<file path="config.mk">
export PLATFORM = sky130hd
export DESIGN_NAME = fieldbus_slave_status_supervisor
export DESIGN_NICKNAME = d
export VERILOG_FILES = /design/src/verilog/sync_2ff.v /design/src/verilog/blink_divider.v /design/src/verilog/fieldbus_slave_status_supervisor.v
export VERILOG_INCLUDE_DIRS = /design/src /design/src/verilog
export SDC_FILE = /design/constraint.sdc
export NUM_CORES = 1
export LEC_CHECK = 0
export BUFFER_PORTS_ARGS = -buffer_cell sky130_fd_sc_hd__buf_2
export CORE_UTILIZATION = 45
export DETAILED_ROUTE_END_ITERATION = 7
export GPL_TIMING_DRIVEN = 0
export PLACE_DENSITY = 0.84
export RECOVER_POWER = 50
export SYNTH_ARGS = -nofsm -noshare
export SYNTH_HDL_FRONTEND = slang
export SYNTH_SLANG_ARGS = --single-unit
</file>
<file path="constraint.sdc">
create_clock -name core_clk_in -period 4.6 [get_ports core_clk_in]
set_input_delay 0.69 -clock core_clk_in [delete_from_list [all_inputs] [get_ports core_clk_in]]
set_output_delay 0.69 -clock core_clk_in [all_outputs]
set_load 0.02 [all_outputs]
</file>
<file path="src/verilog/fieldbus_supervisor_map.vh">
// Constants for the fieldbus slave status supervisor
`ifndef FIELDBUS_SUPERVISOR_MAP_VH
`define FIELDBUS_SUPERVISOR_MAP_VH

// Clock and timing
`define CLK_HZ 10000000
`define CFG_TIMEOUT_S 30
// 30 s at 10 MHz, sized to the timer so nothing is cut silently
`define CFG_TIMEOUT_CYCLES 29'h11e1a300
`define CFG_TIMER_W 29
`define BLINK_SLOW_HZ 1
`define BLINK_MID_HZ 2
`define BLINK_FAST_HZ 4
// Half periods of the 1, 2 and 4 Hz flash codes at 10 MHz
`define BLINK_SLOW_HALF 23'h4c4b40
`define BLINK_MID_HALF 23'h2625a0
`define BLINK_FAST_HALF 23'h1312d0
`define BLINK_W 23
`define SAMPLE_WAIT 2'h3

// Station address
`define DIGIT_MAX 4'h9
`define TENS_WEIGHT 7'h0a
`define ADDR_W 7

// Image layout
`define IMAGE_W 128
`define GCC_CLR_W 24
`define BASE_LED_W 5

// Register map
`define REG_ADDR_W 4
`define REG_STATION 4'h0
`define REG_IRQ_STATUS 4'h4
`define REG_IRQ_MASK 4'h8
`define REG_INDICATOR 4'hc

// Event bits of status and mask
`define EV_W 4
`define EV_TIMEOUT 0
`define EV_JOIN 1
`define EV_GCC 2
`define EV_FAULT 3
`define EV_RESET 4'h0

// Fault code (indicator register bits 6:4)
`define FC_NONE 3'h0
`define FC_LEN 3'h1
`define FC_CFG 3'h2
`define FC_INIT 3'h3
`define FC_WDOG 3'h4

`endif

</file>
<file path="src/verilog/sync_2ff.v">
// Two flip-flop synchroniser for asynchronous pin levels
`timescale 1ns/100ps
`default_nettype none
module sync_2ff #(
  parameter WIDTH = 4
) (
  // Clock and reset
  input wire core_clk_in,
  input wire rst_n_in,
  // Data
  input wire [WIDTH-1:0] async_in,
  output wire [WIDTH-1:0] sync_out
);
  reg [WIDTH-1:0] meta_reg;
  reg [WIDTH-1:0] sync_reg;

  // First stage feeds only the second stage
  always @(posedge core_clk_in) begin
    if (!rst_n_in) begin
      meta_reg <= {WIDTH{1'b0}};
      sync_reg <= {WIDTH{1'b0}};
    end else begin
      meta_reg <= async_in;
      sync_reg <= meta_reg;
    end
  end

  assign sync_out = sync_reg;
endmodule // sync_2ff
`default_nettype wire

</file>
<file path="src/verilog/blink_divider.v">
// Free-running square wave for indicator flash codes
`timescale 1ns/100ps
`default_nettype none
`include "fieldbus_supervisor_map.vh"
module blink_divider #(
  parameter [`BLINK_W-1:0] HALF_CYCLES = `BLINK_SLOW_HALF
) (
  // Clock and reset
  input wire core_clk_in,
  input wire rst_n_in,
  // Square wave, high first half period after reset
  output wire wave_out
);
  reg [`BLINK_W-1:0] count_reg;
  reg wave_reg;

  always @(posedge core_clk_in) begin
    if (!rst_n_in) begin
      count_reg <= {`BLINK_W{1'b0}};
      wave_reg <= 1'b1;
    end else if (count_reg == HALF_CYCLES - 1'b1) begin
      count_reg <= {`BLINK_W{1'b0}};
      wave_reg <= ~wave_reg;
    end else begin
      count_reg <= count_reg + 1'b1;
    end
  end

  assign wave_out = wave_reg;
endmodule // blink_divider
`default_nettype wire

</file>
<file path="src/verilog/fieldbus_slave_status_supervisor.v">
// Start-up, address, clear and indicator supervisor of a fieldbus slave module
// Function
// - The station address is accepted only when it lies in decimal 0 to 99 from two decimal selectors.
// - The upper selector gives the tens digit, combined with the lower selector as ones.
// - The lower selector gives the ones digit, so settings three and six give address 36.
// - After power-up or reset the block configures itself and starts with no operator action.
// - Without a configuration from the base unit within 30 s the block still joins the bus online.
// - On joining after that timeout an external-error diagnostic is sent to the master.
// - The online indicator is steady while online with data exchange possible, off otherwise.
// - On Global Control Clear the online indicator flashes and virtual inputs 0 to 23 go to zero.
// - While Global Control Clear is active, virtual inputs 24 to 127 keep their last values.
// - The offline indicator is steady while offline with no data exchange, off otherwise.
// - The fault indicator flashes at 1 Hz on an input or output length mismatch at start-up.
// - The fault indicator flashes at 2 Hz on a configuration length or contents mismatch.
// - It flashes at 4 Hz on bus start-up failure, is steady on watchdog timeout, else off.
// - Output byte 3 carries the five base unit indicators in bits 0-4 and data exchange in bit 5.
// - Virtual inputs map eight to a byte, input number being eight times byte plus bit.
`timescale 1ns/100ps
`default_nettype none
`include "fieldbus_supervisor_map.vh"
module fieldbus_slave_status_supervisor #(
  parameter [`CFG_TIMER_W-1:0] CFG_TIMEOUT_CYCLES = `CFG_TIMEOUT_CYCLES,
  parameter [`BLINK_W-1:0] SLOW_HALF_CYCLES = `BLINK_SLOW_HALF,
  parameter [`BLINK_W-1:0] MID_HALF_CYCLES = `BLINK_MID_HALF,
  parameter [`BLINK_W-1:0] FAST_HALF_CYCLES = `BLINK_FAST_HALF
) (
  // Clock and reset
  input wire core_clk_in,
  input wire rst_n_in,
  // Rotary selector pins
  input wire [3:0] tens_digit_selector_in,
  input wire [3:0] ones_digit_selector_in,
  // Base unit side
  input wire cfg_received_in,
  input wire [`BASE_LED_W-1:0] base_led_status_in,
  // Protocol engine status
  input wire dp_online_in,
  input wire gcc_active_in,
  input wire len_mismatch_in,
  input wire cfg_mismatch_in,
  input wire dp_init_fail_in,
  input wire wdog_timeout_in,
  // Input image from the master
  input wire [`IMAGE_W-1:0] master_image_in,
  input wire master_image_valid_in,
  // Register port
  input wire [`REG_ADDR_W-1:0] reg_addr_in,
  input wire [31:0] reg_wdata_in,
  input wire reg_wr_in,
  input wire reg_rd_in,
  output wire [31:0] reg_rdata_out,
  // Station address and bus control
  output wire [`ADDR_W-1:0] station_address_out,
  output wire address_valid_out,
  output wire bus_join_out,
  output wire ext_diagnostic_indicator_req_out,
  // Images
  output wire [`IMAGE_W-1:0] virtual_inputs_out,
  output wire [7:0] status_byte_out,
  // Indicators and interrupt
  output wire online_led_out,
  output wire offline_led_out,
  output wire fault_led_out,
  output wire irq_out
);
  localparam [1:0] ST_SAMPLE = 2'h0;
  localparam [1:0] ST_WAIT_CFG = 2'h1;
  localparam [1:0] ST_JOINED = 2'h2;
  localparam [1:0] ST_BAD_ADDR = 2'h3;

  wire [3:0] tens_sync;
  wire [3:0] ones_sync;
  wire blink_slow;
  wire blink_mid;
  wire blink_fast;

  reg [1:0] state_reg;
  reg [1:0] state_next;
  reg [1:0] wait_reg;
  reg [`CFG_TIMER_W-1:0] timer_reg;
  reg [`ADDR_W-1:0] addr_reg;
  reg addr_ok_reg;
  reg join_reg;
  reg ext_diagnostic_indicator_reg;
  reg [`IMAGE_W-1:0] image_reg;
  reg [7:0] status_byte_reg;
  reg online_led_reg;
  reg offline_led_reg;
  reg fault_led_reg;
  reg [2:0] fault_code;
  reg fault_wave;
  reg [`EV_W-1:0] irq_status_reg;
  reg [`EV_W-1:0] irq_mask_reg;
  reg [`EV_W-1:0] ev_set;
  reg irq_reg;
  reg [31:0] rdata_reg;
  reg gcc_prev_reg;
  reg fault_prev_reg;

  // A selector left on a hex position blocks joining rather than guessing an address
  wire digits_ok = (tens_sync <= `DIGIT_MAX) && (ones_sync <= `DIGIT_MAX);
  wire online_now = join_reg && dp_online_in;
  // Timer runs only while waiting, so the limit counts from address capture
  wire timed_out = (state_reg == ST_WAIT_CFG) && (timer_reg == CFG_TIMEOUT_CYCLES - 1'b1);
  wire join_now = (state_reg == ST_WAIT_CFG) && (cfg_received_in || timed_out);
  wire fault_any = wdog_timeout_in | dp_init_fail_in | cfg_mismatch_in | len_mismatch_in;

  sync_2ff #(
    .WIDTH(8)
  ) u_selector_sync (
    .core_clk_in(core_clk_in),
    .rst_n_in(rst_n_in),
    .async_in({tens_digit_selector_in, ones_digit_selector_in}),
    .sync_out({tens_sync, ones_sync})
  );

  blink_divider #(
    .HALF_CYCLES(SLOW_HALF_CYCLES)
  ) u_blink_slow (
    .core_clk_in(core_clk_in),
    .rst_n_in(rst_n_in),
    .wave_out(blink_slow)
  );

  blink_divider #(
    .HALF_CYCLES(MID_HALF_CYCLES)
  ) u_blink_mid (
    .core_clk_in(core_clk_in),
    .rst_n_in(rst_n_in),
    .wave_out(blink_mid)
  );

  blink_divider #(
    .HALF_CYCLES(FAST_HALF_CYCLES)
  ) u_blink_fast (
    .core_clk_in(core_clk_in),
    .rst_n_in(rst_n_in),
    .wave_out(blink_fast)
  );

  // Start-up sequencer
  always @* begin
    state_next = state_reg;
    case (state_reg)
      ST_SAMPLE: begin
        // Wait for the synchroniser to carry real selector levels
        if (wait_reg == `SAMPLE_WAIT) begin
          state_next = digits_ok ? ST_WAIT_CFG : ST_BAD_ADDR;
        end
      end
      ST_WAIT_CFG: begin
        if (join_now) begin
          state_next = ST_JOINED;
        end
      end
      ST_JOINED: state_next = ST_JOINED;
      ST_BAD_ADDR: state_next = ST_BAD_ADDR;
      default: state_next = ST_SAMPLE;
    endcase
  end

  always @(posedge core_clk_in) begin
    if (!rst_n_in) begin
      state_reg <= ST_SAMPLE;
      wait_reg <= 2'h0;
      timer_reg <= {`CFG_TIMER_W{1'b0}};
      addr_reg <= {`ADDR_W{1'b0}};
      addr_ok_reg <= 1'b0;
      join_reg <= 1'b0;
      ext_diagnostic_indicator_reg <= 1'b0;
    end else begin
      state_reg <= state_next;
      ext_diagnostic_indicator_reg <= 1'b0;
      if (state_reg == ST_SAMPLE) begin
        wait_reg <= wait_reg + 1'b1;
        if (wait_reg == `SAMPLE_WAIT) begin
          // Captured once; later selector turns are ignored until reset
          addr_reg <= {3'h0, tens_sync} * `TENS_WEIGHT + {3'h0, ones_sync};
          addr_ok_reg <= digits_ok;
        end
      end
      if (state_reg == ST_WAIT_CFG) begin
        timer_reg <= timer_reg + 1'b1;
      end
      if (join_now) begin
        join_reg <= 1'b1;
        ext_diagnostic_indicator_reg <= timed_out && !cfg_received_in;
      end
    end
  end

  // Virtual input image
  always @(posedge core_clk_in) begin
    if (!rst_n_in) begin
      image_reg <= {`IMAGE_W{1'b0}};
    end else if (gcc_active_in) begin
      // Low bits cleared, extended bits frozen while the clear lasts
      image_reg[`GCC_CLR_W-1:0] <= {`GCC_CLR_W{1'b0}};
    end else if (master_image_valid_in && join_reg) begin
      image_reg <= master_image_in;
    end
  end

  // Priority fault code and flash selection
  always @* begin
    if (wdog_timeout_in) begin
      fault_code = `FC_WDOG;
      fault_wave = 1'b1;
    end else if (dp_init_fail_in) begin
      fault_code = `FC_INIT;
      fault_wave = blink_fast;
    end else if (cfg_mismatch_in) begin
      fault_code = `FC_CFG;
      fault_wave = blink_mid;
    end else if (len_mismatch_in) begin
      fault_code = `FC_LEN;
      fault_wave = blink_slow;
    end else begin
      fault_code = `FC_NONE;
      fault_wave = 1'b0;
    end
  end

  // Indicators and status byte
  // Flash phase runs free, so a new clear may start in mid-period
  always @(posedge core_clk_in) begin
    if (!rst_n_in) begin
      online_led_reg <= 1'b0;
      offline_led_reg <= 1'b0;
      fault_led_reg <= 1'b0;
      status_byte_reg <= 8'h00;
    end else begin
      if (online_now && gcc_active_in) begin
        online_led_reg <= blink_mid;
      end else begin
        online_led_reg <= online_now;
      end
      offline_led_reg <= !online_now;
      fault_led_reg <= fault_wave;
      status_byte_reg <= {2'h0, online_now, base_led_status_in};
    end
  end

  // Interrupt events
  // Edge events fire once per rise; a level held high does not re-arm them
  always @* begin
    ev_set = `EV_RESET;
    ev_set[`EV_TIMEOUT] = join_now && timed_out && !cfg_received_in;
    ev_set[`EV_JOIN] = join_now;
    ev_set[`EV_GCC] = gcc_active_in && !gcc_prev_reg;
    ev_set[`EV_FAULT] = fault_any && !fault_prev_reg;
  end

  // Register port and sticky status; an event beats a same-cycle clear
  always @(posedge core_clk_in) begin
    if (!rst_n_in) begin
      irq_status_reg <= `EV_RESET;
      irq_mask_reg <= `EV_RESET;
      irq_reg <= 1'b0;
      rdata_reg <= 32'h0000_0000;
      gcc_prev_reg <= 1'b0;
      fault_prev_reg <= 1'b0;
    end else begin
      gcc_prev_reg <= gcc_active_in;
      fault_prev_reg <= fault_any;
      if (reg_wr_in && reg_addr_in == `REG_IRQ_STATUS) begin
        irq_status_reg <= (irq_status_reg & ~reg_wdata_in[`EV_W-1:0]) | ev_set;
      end else begin
        irq_status_reg <= irq_status_reg | ev_set;
      end
      if (reg_wr_in && reg_addr_in == `REG_IRQ_MASK) begin
        irq_mask_reg <= reg_wdata_in[`EV_W-1:0];
      end
      irq_reg <= |(irq_status_reg & irq_mask_reg);
      rdata_reg <= 32'h0000_0000;
      if (reg_rd_in) begin
        case (reg_addr_in)
          `REG_STATION: rdata_reg <= {20'h00000, state_reg, 1'b0, addr_ok_reg, 1'b0, addr_reg};
          `REG_IRQ_STATUS: rdata_reg <= {28'h0000000, irq_status_reg};
          `REG_IRQ_MASK: rdata_reg <= {28'h0000000, irq_mask_reg};
          `REG_INDICATOR: rdata_reg <= {25'h0000000, fault_code, fault_led_reg,
                                        offline_led_reg, online_led_reg, join_reg};
          default: rdata_reg <= 32'h0000_0000;
        endcase
      end
    end
  end

  assign reg_rdata_out = rdata_reg;
  assign station_address_out = addr_reg;
  assign address_valid_out = addr_ok_reg;
  assign bus_join_out = join_reg;
  assign ext_diagnostic_indicator_req_out = ext_diagnostic_indicator_reg;
  assign virtual_inputs_out = image_reg;
  assign status_byte_out = status_byte_reg;
  assign online_led_out = online_led_reg;
  assign offline_led_out = offline_led_reg;
  assign fault_led_out = fault_led_reg;
  assign irq_out = irq_reg;
endmodule // fieldbus_slave_status_supervisor
`default_nettype wire

</file>
==> results.cfg <==
[outcome]
status = finished clean

[route]
dr.first_iter.drc_count = 659
wl_per_cell_um = 15.7
vias = 10400
wirelength_mm = 32.2
drt_pass1_iterations = 5
drtAntennaViolNets = 0
routed_via_density = 5.06
route.detailed.drc = 0

[sta]
fmax_mhz = 378
period_needed_ns = 2.65
fin_tns_setup_ns = 0
relSlewSlack = 0.414
rsz0062_at_grt = no
final_max_slew_viol_count = 0
setup_viol = 0
hold_viol = 0
period_share = 0.576
finClkSkew_ns = 0.0218
worstMarginPinSlew_ns = 0.878

[layout]
largest_reg_flops = 128
multiInputGateArea_mm2 = 0.00513
area_growth_pct = 25.4
diodes = 0
final_area_mm2 = 0.0143
register_area_mm2 = 0.00579
mostFrequentLayoutCells = nand2_1 (317), dfxtp_1 (289), clkbuf_1 (200)
drive_gt1_frac = 0.156
layout.nets = 1903
layout_commonest_cell = nand2_1
fin_util = 0.581
fillCellCount = 2226

[clock_network]
cts_resized = 0
cts_buffers = 31
htree_levels = 1
cts.clk_slew.worst_paths_ns = 0.06
hold_buffers = 0
cts.sinks = 289
clockBufferDepth = 3
clock-root-buffer = clkbuf_16
cts_tree = done
clk_latency_ns = 0.56
postCtsSetupBuffers = 0

[setup_path]
start_kind = flop
cp-end-kind = flop
critPathKind = flop to flop
critPathMaxFanout = 9
worstPathRequired_ns = 5.08
cp.arrival_ns = 3.13

[placed_design]
dp_hpwl_mm = 24.2
dpl_cell_area_mm2 = 0.0135
io_buffers = 315
gp_congestion = 0.899

[global_routing]
antenna_found_initial = 2
gr-total-overflow = 0
grt_pass1_wl_mm = 49.6
grt_max_degree = 16
grt_pass1_vias = 9888
track_usage = 0.237

[yosys]
synth_area_per_cell_um2 = 8.59
syn_area_mm2 = 0.0114
ys_types = 57
yosysTopAreaCellShare = 0.507
ys_ff_latch = 289
ys_seq_area_frac = 0.507
netlist_top_cells_area = dfxtp_1 (51%), nand2_1 (10%), a21oi_1 (6.4%)
ys_warn_count = 0
ys_async_sr_fraction = 0
syn_inst = 1328
synthFlopType = dfxtp_1
yosysTopAreaCell = dfxtp_1
synth_edf_count = 0

[power_and_ir_drop]
p_leak_nw = 5.37
cellPowerDensity_mw_per_mm2 = 398
max-vdd-ir-drop_mv = 0.247

[floorplanning]
dieHeight_um = 161
die-area_mm2 = 0.0260
rows = 57
io_pins = 371
die_x_um = 161
start_util = 0.464
core_region_area_mm2 = 0.0246

[worst_hold_path]
hold_path.class = primary input to flop

[flow_run]
cap_violations = 0
[path summary, 6_finish.rpt]
kind,startpoint,endpoint,slack [ns],cells past startpoint
max reg2reg,state_reg[1]$_SDFFE_PN0P_,timer_reg[28]$_SDFFE_PN0P_,1.95,8
min reg2reg,u_selector_sync.meta_reg[6]$_SDFF_PN0_,u_selector_sync.sync_out[6]$_SDFF_PN0_,0.43,1
max,state_reg[1]$_SDFFE_PN0P_,timer_reg[28]$_SDFFE_PN0P_,1.95,8
min,cfg_received_in,ext_diagnostic_indicator_req_out$_SDFF_PN0_,0.32,2
[synth_stat cells, drive strengths merged, types with 6 or more instances]
master and number:
a21oi 147, and2 36, and3 12, and4 11, buf 47, clkbuf 40
dfxtp 289, ha 13, inv 23, mux2i 6, nand2 317, nand2b 6
nand3 39, nand4 24, nor2 122, nor2b 7, nor3 23, nor4 15
nor4b 7, o21ai 12, xnor2 50, xor2 43
[area by class of cell]
type / instances / share of cell area
Buffer: 87 / 0.0310
Clock buffer: 43 / 0.0623
Clock inverter: 15 / 0.0118
Inverter: 23 / 0.00604
Multi-Input combinational cell: 952 / 0.359
Sequential cell: 289 / 0.405
Tap cell: 324 / 0.0284
Timing Repair Buffer: 315 / 0.0968
[through the flow]
step / setup slack (ns) / hold WS, ns / total power [W] / cells
finish: 1.95 / 0.322 / 0.00569 / 2048
global route: 1.69 / 0.311 / 0.00591 / 2048
CTS: 2.21 / 0.300 / 0.00576 / 2048
detailed placement: 1.84 / 0.421 / 0.00323 / 1990
global placement: 1.83 / 0.419 / 0.00321 / 1990
floorplan: 2.79 / 0.412 / 0.00302 / 1351
[routing by layer]
| metal | wire length [um] | vias up | track usage | share of wire |
|---|---|---|---|---|
| li1 | - | 5080 | - | - |
| met5 | 26 | - | 0 | 0.00081 |
| met3 | 1790 | 69 | 0.0403 | 0.056 |
| met4 | 929 | 4 | 0.0883 | 0.029 |
| met1 | 12700 | 4874 | 0.261 | 0.39 |
| met2 | 16800 | 343 | 0.449 | 0.52 |
[critical path: stages, from the launching register on]
cell and delay, ns:
dfxtp_1 0.32, inv_1 0.08, ha_1 0.14, clkbuf_1 0.35
nand3_1 0.27, nor4_1 0.62, nand4_1 0.35, nor4_1 0.30
o21bai_1 0.15
[report_power, final]
part,internal [W],switching (W)
combinational,0.000192,0.000321
clock,0.00152,0.00101
sequential,0.00258,0.0000615
[kinds of logic after synthesis]
| logic type | count (synthesis) | share of synthesized area |
|---|---|---|
| mux | 10 | 0.0132 |
| compound gates | 177 | 0.0833 |
| simple gates | 633 | 0.260 |
| fa+ha+maj | 15 | 0.0178 |
| buf+inv | 110 | 0.0471 |
| other cells | 1 | 0.000329 |
| flops | 289 | 0.507 |
| xor+xnor | 93 | 0.0714 |
Power figures use the tool's default switching activity.
